[src/hdl/epo_pkg.sv]
// package of constants for the energy pulse output block
`default_nettype none
package epo_pkg;
	// ****************************************
	// register map (word index on the plain port)
	// ****************************************
	localparam logic [3:0] ADDR_LED_CFG  = 4'h0;
	localparam logic [3:0] ADDR_DOUT_CFG = 4'h1;
	localparam logic [3:0] ADDR_LED_RATE = 4'h2;
	localparam logic [3:0] ADDR_DOUT_RATE = 4'h3;
	localparam logic [3:0] ADDR_STATUS   = 4'h4;
	// ****************************************
	// field layout of the config registers
	// ****************************************
	localparam int CFG_MODE_LSB = 0;
	localparam int CFG_CHAN_LSB = 4;
	// ****************************************
	// values
	// ****************************************
	localparam logic [1:0]  MODE_OFF    = 2'h0;
	localparam logic [1:0]  MODE_ALARM  = 2'h1;
	localparam logic [1:0]  MODE_ENERGY = 2'h2;
	localparam logic [3:0]  CHAN_NUM    = 4'h9;
	localparam logic [23:0] RATE_MIN    = 24'h000001;
	localparam logic [23:0] RATE_MAX    = 24'h98967F;
	localparam logic [23:0] RATE_RESET  = 24'h000001;
	localparam logic [1:0]  MODE_RESET  = 2'h0;
	localparam logic [3:0]  CHAN_RESET  = 4'h0;
	// pulse high time
	localparam int PULSE_NS     = 1000;
	localparam int CLK_NS       = 100;
	localparam int PULSE_CYCLES = (PULSE_NS + CLK_NS - 1) / CLK_NS;
endpackage
`default_nettype wire

[src/hdl/epo_top.sv]
// energy pulse output: led and digital output pulse engines with register port
//
// The placing of the registers and the strobed register port were decided locally.
`default_nettype none

// ****************************************
// one pulse channel: accumulator and pulse stretcher
// ****************************************
module epo_chan
	import epo_pkg::*;
#(
	parameter int  INC_W  = 16,
	parameter int  ACC_W  = 48,
	parameter logic [ACC_W-1:0] UNIT = 48'h00000000FFFF
) (
	input  wire logic              clk,
	input  wire logic              nrst,
	input  wire logic              enable,
	input  wire logic [3:0]        chan,
	input  wire logic [23:0]       rate,
	input  wire logic [INC_W-1:0]  inc_del [3],
	input  wire logic [INC_W-1:0]  inc_rec [3],
	input  wire logic              inc_valid,
	output logic                   pulse
);
	logic [ACC_W-1:0] acc_reg;
	logic [ACC_W-1:0] acc_next;
	logic [7:0]       hold_reg;
	logic [7:0]       hold_next;
	// pend counts crossings not yet shown on the pin
	logic [31:0]      pend_reg;
	logic [31:0]      pend_next;
	logic [INC_W:0]   sel_inc;
	logic [ACC_W-1:0] scaled;
	logic [1:0]       kind;
	logic [1:0]       dir;
	logic             pulse_next;

	always_comb begin
		// channel code is kind*3+dir; dir 0 delivered, 1 received, 2 both
		kind = 2'(chan / 4'h3);
		dir  = 2'(chan % 4'h3);
		sel_inc = '0;
		if (kind < 2'h3) begin
			case (dir)
				2'h0: sel_inc = {1'b0, inc_del[kind]};
				2'h1: sel_inc = {1'b0, inc_rec[kind]};
				2'h2: sel_inc = {1'b0, inc_del[kind]} + {1'b0, inc_rec[kind]};
				default: sel_inc = '0;
			endcase
		end
		// increment times rate leaves headroom in ACC_W, so the product cannot wrap
		// scale so one pulse per unit/rate: acc counts unit*rate per kWh
		scaled = ACC_W'(sel_inc) * ACC_W'(rate);
		acc_next  = acc_reg;
		pend_next = pend_reg;
		hold_next = hold_reg;
		// leaving energy mode drops the remainder so a re-enable starts clean
		if (!enable) begin
			acc_next  = '0;
			pend_next = '0;
			hold_next = '0;
		end else begin
			if (inc_valid) begin
				acc_next = acc_reg + scaled;
			end
			// one pulse per unit crossing, remainder kept
			// a big increment leaves several units behind; they drain one per clock
			if (acc_next >= UNIT) begin
				acc_next  = acc_next - UNIT;
				pend_next = pend_reg + 32'h1;
			end
			if (hold_reg != 8'h0) begin
				hold_next = hold_reg - 8'h1;
			end else if (pend_next != 32'h0) begin
				pend_next = pend_next - 32'h1;
				hold_next = 8'(2 * PULSE_CYCLES);
			end
		end
		// high for the first half of the hold window, low for the rest
		pulse_next = (hold_next > 8'(PULSE_CYCLES));
	end

	always_ff @(posedge clk) begin
		if (!nrst) begin
			acc_reg  <= '0;
			pend_reg <= '0;
			hold_reg <= '0;
			pulse    <= 1'b0;
		end else begin
			acc_reg  <= acc_next;
			pend_reg <= pend_next;
			hold_reg <= hold_next;
			pulse    <= pulse_next;
		end
	end
endmodule

// ****************************************
// top
// ****************************************
module epo_top
	import epo_pkg::*;
#(
	parameter int   INC_W      = 16,
	parameter logic FIXED_ENERGY = 1'b0
) (
	input  wire logic              clk,
	input  wire logic              nrst,
	input  wire logic [3:0]        addr,
	input  wire logic [31:0]       wdata,
	input  wire logic              wr,
	input  wire logic              rd,
	output logic [31:0]            rdata,
	input  wire logic [INC_W-1:0]  inc_del [3],
	input  wire logic [INC_W-1:0]  inc_rec [3],
	input  wire logic              inc_valid,
	input  wire logic              alarm_pin,
	output logic                   led_out,
	output logic                   dout_out
);
	logic [1:0]  led_mode_reg,  led_mode_next;
	logic [3:0]  led_chan_reg,  led_chan_next;
	logic [1:0]  dout_mode_reg, dout_mode_next;
	logic [3:0]  dout_chan_reg, dout_chan_next;
	logic [23:0] led_rate_reg,  led_rate_next;
	logic [23:0] dout_rate_reg, dout_rate_next;
	logic        rej_reg,       rej_next;
	logic [31:0] rdata_next;
	// alarm pin is asynchronous; only the second flop is read by logic
	logic        alarm_s1_reg, alarm_s2_reg;
	logic        led_pulse, dout_pulse;
	logic        led_out_next, dout_out_next;
	// rate bits above 23 must be zero for a rate write to count
	logic [23:0] wrate;

	// ****************************************
	// register writes
	// ****************************************
	always_comb begin
		wrate          = wdata[23:0];
		led_mode_next  = led_mode_reg;
		led_chan_next  = led_chan_reg;
		dout_mode_next = dout_mode_reg;
		dout_chan_next = dout_chan_reg;
		led_rate_next  = led_rate_reg;
		dout_rate_next = dout_rate_reg;
		rej_next       = rej_reg;
		if (wr) begin
			case (addr)
				ADDR_LED_CFG: begin
					if (wdata[CFG_MODE_LSB+:2] <= MODE_ENERGY) begin
						led_mode_next = wdata[CFG_MODE_LSB+:2];
					end
					// a channel code past the last source is ignored
					if (wdata[CFG_CHAN_LSB+:4] < CHAN_NUM) begin
						led_chan_next = wdata[CFG_CHAN_LSB+:4];
					end
				end
				ADDR_DOUT_CFG: begin
					if (wdata[CFG_MODE_LSB+:2] == MODE_OFF
						|| wdata[CFG_MODE_LSB+:2] == MODE_ENERGY) begin
						dout_mode_next = wdata[CFG_MODE_LSB+:2];
					end
					if (wdata[CFG_CHAN_LSB+:4] < CHAN_NUM) begin
						dout_chan_next = wdata[CFG_CHAN_LSB+:4];
					end
				end
				ADDR_LED_RATE, ADDR_DOUT_RATE: begin
					// range check, sticky reject flag
					// a refused rate leaves the old value running; the flag tells software
					if (wdata[31:24] == 8'h0 && wrate >= RATE_MIN && wrate <= RATE_MAX) begin
						if (addr == ADDR_LED_RATE) begin
							led_rate_next = wrate;
						end else begin
							dout_rate_next = wrate;
						end
					end else begin
						rej_next = 1'b1;
					end
				end
				ADDR_STATUS: begin
					if (wdata[0]) begin
						rej_next = 1'b0;
					end
				end
				default: begin
				end
			endcase
		end
		// fixed variants pin the led to energy
		if (FIXED_ENERGY) begin
			led_mode_next = MODE_ENERGY;
		end
	end

	// ****************************************
	// read mux
	// ****************************************
	// read data stand for one cycle only and are zero otherwise
	always_comb begin
		rdata_next = 32'h0;
		if (rd) begin
			case (addr)
				ADDR_LED_CFG:   rdata_next = {26'h0, led_chan_reg, led_mode_reg};
				ADDR_DOUT_CFG:  rdata_next = {26'h0, dout_chan_reg, dout_mode_reg};
				ADDR_LED_RATE:  rdata_next = {8'h0, led_rate_reg};
				ADDR_DOUT_RATE: rdata_next = {8'h0, dout_rate_reg};
				ADDR_STATUS:    rdata_next = {28'h0, dout_out, led_out, alarm_s2_reg, rej_reg};
				default:        rdata_next = 32'h0;
			endcase
		end
	end

	// ****************************************
	// pulse engines
	// ****************************************
	// led engine idles unless energy mode, so rate cannot act in alarm
	epo_chan #(.INC_W(INC_W)) u_led (
		.clk       (clk),
		.nrst      (nrst),
		.enable    (led_mode_reg == MODE_ENERGY),
		.chan      (led_chan_reg),
		.rate      (led_rate_reg),
		.inc_del   (inc_del),
		.inc_rec   (inc_rec),
		.inc_valid (inc_valid),
		.pulse     (led_pulse)
	);
	epo_chan #(.INC_W(INC_W)) u_dout (
		.clk       (clk),
		.nrst      (nrst),
		.enable    (dout_mode_reg == MODE_ENERGY),
		.chan      (dout_chan_reg),
		.rate      (dout_rate_reg),
		.inc_del   (inc_del),
		.inc_rec   (inc_rec),
		.inc_valid (inc_valid),
		.pulse     (dout_pulse)
	);

	// ****************************************
	// output select
	// ****************************************
	always_comb begin
		case (led_mode_reg)
			MODE_OFF:    led_out_next = 1'b0;
			MODE_ALARM:  led_out_next = alarm_s2_reg;
			MODE_ENERGY: led_out_next = led_pulse;
			default:     led_out_next = 1'b0;
		endcase
		// digital output pulses only in energy mode
		dout_out_next = (dout_mode_reg == MODE_ENERGY) && dout_pulse;
	end

	// every pin comes from a flop so no decode glitch reaches it
	always_ff @(posedge clk) begin
		if (!nrst) begin
			led_mode_reg  <= FIXED_ENERGY ? MODE_ENERGY : MODE_RESET;
			led_chan_reg  <= CHAN_RESET;
			dout_mode_reg <= MODE_RESET;
			dout_chan_reg <= CHAN_RESET;
			led_rate_reg  <= RATE_RESET;
			dout_rate_reg <= RATE_RESET;
			rej_reg       <= 1'b0;
			rdata         <= 32'h0;
			alarm_s1_reg  <= 1'b0;
			alarm_s2_reg  <= 1'b0;
			led_out       <= 1'b0;
			dout_out      <= 1'b0;
		end else begin
			led_mode_reg  <= led_mode_next;
			led_chan_reg  <= led_chan_next;
			dout_mode_reg <= dout_mode_next;
			dout_chan_reg <= dout_chan_next;
			led_rate_reg  <= led_rate_next;
			dout_rate_reg <= dout_rate_next;
			rej_reg       <= rej_next;
			rdata         <= rdata_next;
			alarm_s1_reg  <= alarm_pin;
			alarm_s2_reg  <= alarm_s1_reg;
			led_out       <= led_out_next;
			dout_out      <= dout_out_next;
		end
	end
endmodule
`default_nettype wire

[config.mk]
export PLATFORM = sky130hd
export DESIGN_NAME = epo_top
export DESIGN_NICKNAME = d
export VERILOG_FILES = /design/src/hdl/epo_pkg.sv /design/src/hdl/epo_top.sv
export SDC_FILE = /design/constraint.sdc
export NUM_CORES = 2
export LEC_CHECK = 0
export BUFFER_PORTS_ARGS = -buffer_cell sky130_fd_sc_hd__buf_2
export CAP_MARGIN = 20
export CORE_UTILIZATION = 50
export DETAILED_ROUTE_END_ITERATION = 10
export PLACE_DENSITY = 0.66
export SLEW_MARGIN = 40
export SYNTH_ARGS = -nofsm -noshare
export SYNTH_HDL_FRONTEND = slang
export SYNTH_SLANG_ARGS = --single-unit
[constraint.sdc]
create_clock -name clk -period 20.1 [get_ports clk]
set_clock_uncertainty 0.05 [all_clocks]
set_input_delay 2.01 -clock clk [delete_from_list [all_inputs] [get_ports clk]]
set_output_delay 2.01 -clock clk [all_outputs]
set_load 0.02 [all_outputs]
== Yosys cells after proc, flatten, opt, wreduce, memory -nomap -nowiden ==
Index checks and enable logic that the tools add are counted.

* Add/sub/neg operators: 12
* Multipliers: 2
* Div/mod/pow operators: 4
* $lt $le $gt $ge: 12
* Eq/ne operators: 14
* Muxes and demuxes: 41
* Bitwise gates (word level): 3
* Reduce and logical (&&, ||, !) cells: 25

{| class="wikitable"
|+ Operators by type and width
! cell !! count
|-
| $mux W48 || 6
|-
| $mux W32 || 8
|-
| $bmux W16 S2 || 4
|-
| $mux W16 || 8
|-
| $pmux W24 S5 || 1
|-
| $pmux W17 S3 || 2
|-
| $add A48 B41 Y48 || 2
|-
| $ge A48 B16 Y1 const B || 2
|-
| $sub A48 B16 Y48 const B || 2
|-
| $mul A17 B24 Y41 || 2
|-
| $add A32 B1 Y32 const B || 2
|-
| $reduce_bool A32 Y1 || 2
|-
| $sub A32 B1 Y32 const B || 2
|-
| $mux W8 || 6
|-
| $add A16 B16 Y17 || 2
|-
| $mux W17 || 2
|-
| $ge A24 B1 Y1 const B || 1
|-
| $le A24 B24 Y1 const B || 1
|-
| $gt A8 B4 Y1 const B || 2
|-
| $reduce_bool A8 Y1 || 2
|-
| $sub A8 B1 Y8 const B || 2
|-
| $reduce_and A3 Y1 || 4
|-
| $reduce_and A4 Y1 || 3
|-
| $eq A2 B2 Y1 const B || 5
|-
| 23 further kinds || 40
|}

* Flip-flop bits (word level): 275
* Input port bits: 138
* Output and inout bits: 34
* Word-level logic and storage cells: 133

== Logic depth before layout (Yosys ltp) ==
* Depth in word-level cells: 20
* Mapped depth: 70
* Depth with buffers taken out: 61

== Hierarchy ==
A second synthesis with hierarchy kept.

* Cell total of the unflattened synthesis: 6360
* Area total of the unflattened synthesis: 50652.3 um^2

{| class="wikitable"
|+ Modules (own cells, without submodules)
! module !! instances !! cells an instance !! area an instance (um^2) !! sequential area each (um^2)
|-
| epo_chan (u_dout) || 1 || 3011 || 23692.7 || 1781.7
|-
| epo_chan (u_led) || 1 || 2970 || 23211.0 || 1781.7
|-
| epo_top || 1 || 379 || 3748.6 || 1781.7
|}

== Worst setup path after synthesis ==
No wires, ideal clock.

* Kind: register to register
* Start: register led_chan_reg[3]
* End: register u_led.pend_reg[22]
* Setup time: 0.071 ns
* Arrival: 14.257 ns
* Required time: 19.979 ns
* Path slack: 5.723 ns
* Cell stages (with the launch flop): 68
* Buffers on the path: 7
* Period minus slack after synthesis: 14.377 ns
* Cells stage by stage: dfxtp_1 > inv_1 > nand2_1 > inv_1 > ha_1 > inv_1 > ha_1 > o21ai_1 > mux2i_1 > ha_1 > a21oi_1 > clkbuf_1 > buf_1 > mux2i_1 > o21ai_0 > ha_1 > inv_1 > fa_1 > [32 not listed] > nor4_1 > a21oi_1 > a211o_1 > o211ai_1 > o211ai_1 > nor4_1 > buf_2 > nand3_1 > clkbuf_1 > clkbuf_1 > xnor2_1 > ha_1 > and2_1 > nand2_1 > nor4_2 > or4_1 > or3_1 > a21oi_1

* Longest elaborated chain between the ends: 18
* Elaborated cells between the ends (all ways): 27
* Those cells by class: 3 x add/sub; 1 x mul; 2 x div; 2 x order compare; 2 x eq/ne; 14 x mux; 1 x bitwise; 2 x reduce/logical

{| class="wikitable"
|+ RTL lines
! what !! RTL line !! text
|-
| start, declared || epo_top.sv:123 || <nowiki>logic [3:0] led_chan_reg, led_chan_next;</nowiki>
|-
| start signal, assigned || epo_top.sv:273 || <nowiki>led_chan_reg <= led_chan_next;</nowiki>
|-
| $div A4 B2 Y4 || epo_top.sv:41 || <nowiki>kind = 2'(chan / 4'h3);</nowiki>
|-
| $not A2 Y3 (not written as such) || epo_top.sv:46, epo_top.sv:47, epo_top.sv:48 ||
|-
| $bmux W16 S2, on equally long branches || epo_top.sv:46, epo_top.sv:48, epo_top.sv:47 ||
|-
| $mux W16, on equally long branches (2 in series) || epo_top.sv:46, epo_top.sv:48, epo_top.sv:47 ||
|-
| $add A16 B16 Y17 || epo_top.sv:48 || <nowiki>2'h2: sel_inc = {1'b0, inc_del[kind]} + {1'b0, inc_rec[kind]};</nowiki>
|-
| $pmux W17 S3 || epo_top.sv:45 || <nowiki>case (dir)</nowiki>
|-
| $mux W17 (*) || epo_top.sv:44 || <nowiki>if (kind < 2'h3) begin</nowiki>
|-
| $mul A17 B24 Y41 (*) || epo_top.sv:54 || <nowiki>scaled = ACC_W'(sel_inc) * ACC_W'(rate);</nowiki>
|-
| $add A48 B41 Y48 (*) || epo_top.sv:65 || <nowiki>acc_next = acc_reg + scaled;</nowiki>
|-
| $mux W48 (*) || epo_top.sv:64 || <nowiki>if (inc_valid) begin</nowiki>
|-
| $mux W48 (*) || epo_top.sv:59 || <nowiki>if (!enable) begin</nowiki>
|-
| $ge A48 B16 Y1 (*) || epo_top.sv:69 || <nowiki>if (acc_next >= UNIT) begin</nowiki>
|-
| $mux W32 (*) || epo_top.sv:69 ||
|-
| $mux W32 (*) || epo_top.sv:59 ||
|-
| $sub A32 B1 Y32 or $reduce_bool A32 Y1 (tied branches) || epo_top.sv:76, epo_top.sv:75 ||
|-
| $mux W32 || epo_top.sv:75 || <nowiki>end else if (pend_next != 32'h0) begin</nowiki>
|-
| $mux W32 (*) || epo_top.sv:73 || <nowiki>if (hold_reg != 8'h0) begin</nowiki>
|-
| end signal, assigned || epo_top.sv:92 || <nowiki>pend_reg <= pend_next;</nowiki>
|-
| end, declared || epo_top.sv:31 || <nowiki>logic [31:0] pend_reg;</nowiki>
|}

Every way passes the cells marked *; elsewhere a longest branch is shown, timed or not. The select of a mux whose other input is x is not followed.
A chain may end at the register's enable or synchronous reset.

== Final worst setup path ==
Same ends and word-level chain as after synthesis.

==> results.json <==
{
  "slew_headroom_pct": 34.1,
  "cts_sinks": 267,
  "dp_hpwl_um": 124000,
  "synth.most_common_cell": "inv_1",
  "antenna_found_initial": 5,
  "startpoint_type": "register",
  "worstSetupStartpoint": "led_chan_reg[3]",
  "period_minus_slack_ps": 16340,
  "synth_common_cells": "inv_1 (1,127), nand2_1 (838), fa_1 (742), nor2_1 (485), clkbuf_1 (306)",
  "syn_to_final_growth_pct": 6.09,
  "place.gp.congestion": 0.980,
  "hold_depth": 1,
  "dpl_cell_area_um2": 52200,
  "r2r-end": "u_led.pend_reg[22]",
  "avgSynthCellArea_um2": 7.92,
  "path_max_fanout": 35,
  "clockBufferDepth": 3,
  "synth_cells": 6368,
  "grt_max_degree": 92,
  "rows": 116,
  "r2r-start": "led_chan_reg[3]",
  "cts_resized": 0,
  "multi_input_area_um2": 39500,
  "fillCellCount": 9523,
  "dieArea_um2": 102000,
  "ys_ff_latch": 267,
  "synth_area_leaders": "fa_1 (29%), dfxtp_1 (11%), inv_1 (8.4%), ha_1 (7.2%), nand2_1 (6.2%)",
  "endpoint_kind": "register",
  "ys_types": 125,
  "root_buffer": "clkbuf_16",
  "crit_required_ps": 20470,
  "hold_buffers": 0,
  "final_area_um2": 53500,
  "synthesis.area_um2": 50500,
  "htreeDepth": 2,
  "cp_common_cell": "o21ai_0",
  "ys.warnings.count": 0,
  "gr-usage-all-layers_pct": 31.0,
  "drt_iter0_drc": 3904,
  "clk_latency_ps": 580,
  "hold_path_class": "reg2reg",
  "crit_slowest_cell": "nor4b_4",
  "ff2ff_path_depth": 59,
  "drv_slew": 0,
  "cp_slowest_stage_delay_ps": 730,
  "postCtsSetupRepairBufs": 0,
  "numPortBuffers": 163,
  "regArea_um2": 5380,
  "grt_overflow": 0,
  "rsz0062_at_grt": "no",
  "core_region_area_um2": 100000,
  "async_flop_share_pct": 0,
  "drtPass1Iterations": 6,
  "clk_pin_slew_worst_paths_ps": 60,
  "max_freq_mhz": 61.2,
  "initial_core_util_pct": 50.5,
  "cts_tree": "done",
  "tightest_slew_ps": 979,
  "crit_type": "reg2reg",
  "peakVddDrop_mv": 0.0557,
  "endpoint": "u_led.pend_reg[22]",
  "nNetsFinal": 7435,
  "total_power_uw": 1680,
  "setup_viol": 0,
  "hold_violations": 0,
  "drive_gt1_share_pct": 7.48,
  "timing.setup.tns_ps": 0,
  "synth_top_area_share_pct": 29.4,
  "remaining_drc_errors": 0,
  "rrSetupSlack_ps": 3760,
  "routedWlPerCell_um": 20.6,
  "synth.largest_area_cell": "fa_1",
  "grt_pass1_wl_um": 250000,
  "outcome": "finished clean",
  "synth_ff_type": "dfxtp_1",
  "die_w_um": 320,
  "power.density_nw_per_um2": 31.3,
  "vias_per_cell": 5.84,
  "period_share_pct": 81.3,
  "grt_pass1_vias": 43400,
  "maxCapViolations": 0,
  "wl_um": 157000,
  "via_count": 44300,
  "synth_edf_count": 0,
  "power_leakage_uw": 0.0266,
  "worst_ep_arrival_time_ps": 16700,
  "ys_seq_area_share_pct": 10.6,
  "drt.antenna.violating_nets": 0,
  "io-pin-count": 172,
  "dieHeight_um": 320,
  "cts-buffers-inserted": 36
}
how the worst min path moves through the flow:
stage / from / to / slack [ps]
final: u_dout.pulse / dout_out / 380
after global routing: u_dout.pulse / dout_out / 420
after CTS: u_dout.pulse / dout_out / 380
after detailed placement: u_dout.pulse / dout_out / 360
after global placement: u_dout.pulse / dout_out / 370
after floorplan: u_dout.pulse / dout_out / 360
through the flow:
| stage | worst slack [ps] | util (%) | hold slack (ps) | cells |
|---|---|---|---|---|
| after global routing | 2720 | 53.5 | 418 | 7592 |
| after floorplan | 5720 | - | 356 | 6375 |
| after CTS | 3490 | 53.5 | 378 | 7590 |
| after global placement | 3400 | 52.1 | 369 | 7523 |
| final | 3760 | 53.5 | 380 | 7596 |
| after detailed placement | 3530 | 52.2 | 364 | 7525 |
report_power, final:
group	leakage (uW)	switching (uW)	internal, uW
combinational	0.0238	294	140
clock	0.000631	284	427
sequential	0.00216	1.32	530
per-layer routing:
layer	part of all wire, %	track usage, %	up-vias
met3	9.5	5.87	230
li1	-	-	20200
met4	2.8	8.23	4
met1	45	45.4	22000
met5	0.13	0	-
met2	43	46.5	1899
worst max-delay path: cells and delay by family (launching register included):
kind / cells / cell delay, ps
adders and majority gates: 10 / 4500
muxes: 1 / 110
buffers and inverters: 11 / 1820
AOI/OAI and AO/OA: 22 / 4600
DFF: 1 / 320
xor gates and xnor gates: 1 / 270
and+or+nand+nor: 14 / 4470
final cells by class:
| class | count | share of cell area, % |
|---|---|---|
| Antenna cell | 5 | 0.0234 |
| Clock buffer | 48 | 1.92 |
| Clock inverter | 17 | 0.477 |
| Inverter | 1129 | 7.92 |
| Multi-Input combinational cell | 4583 | 73.8 |
| Sequential cell | 267 | 10.0 |
| Tap cell | 1298 | 3.03 |
| Timing Repair Buffer | 249 | 2.79 |
layout by cell type, fill, tap and decap left out, drive strengths merged, types with 178 or more instances in the layout:
master / count
mux2i: 202
nand2: 838
buf: 249
a21oi: 182
inv: 1133
o21ai: 212
nor2: 486
fa: 742
ha: 289
dfxtp: 267
and3: 178
cell families after synthesis:
kind of cell,count (synthesis),share of synthesized area (%)
and+or+nand+nor,2275,21.6
buffers and inverters,1525,11.6
adders and majority gates,1031,36.6
AOI/OAI and AO/OA,816,10.9
DFF,267,10.6
xor gates and xnor gates,235,4.08
muxes,218,4.53
other,1,0.00743
No activity file was read; power rests on OpenSTA's default activity.
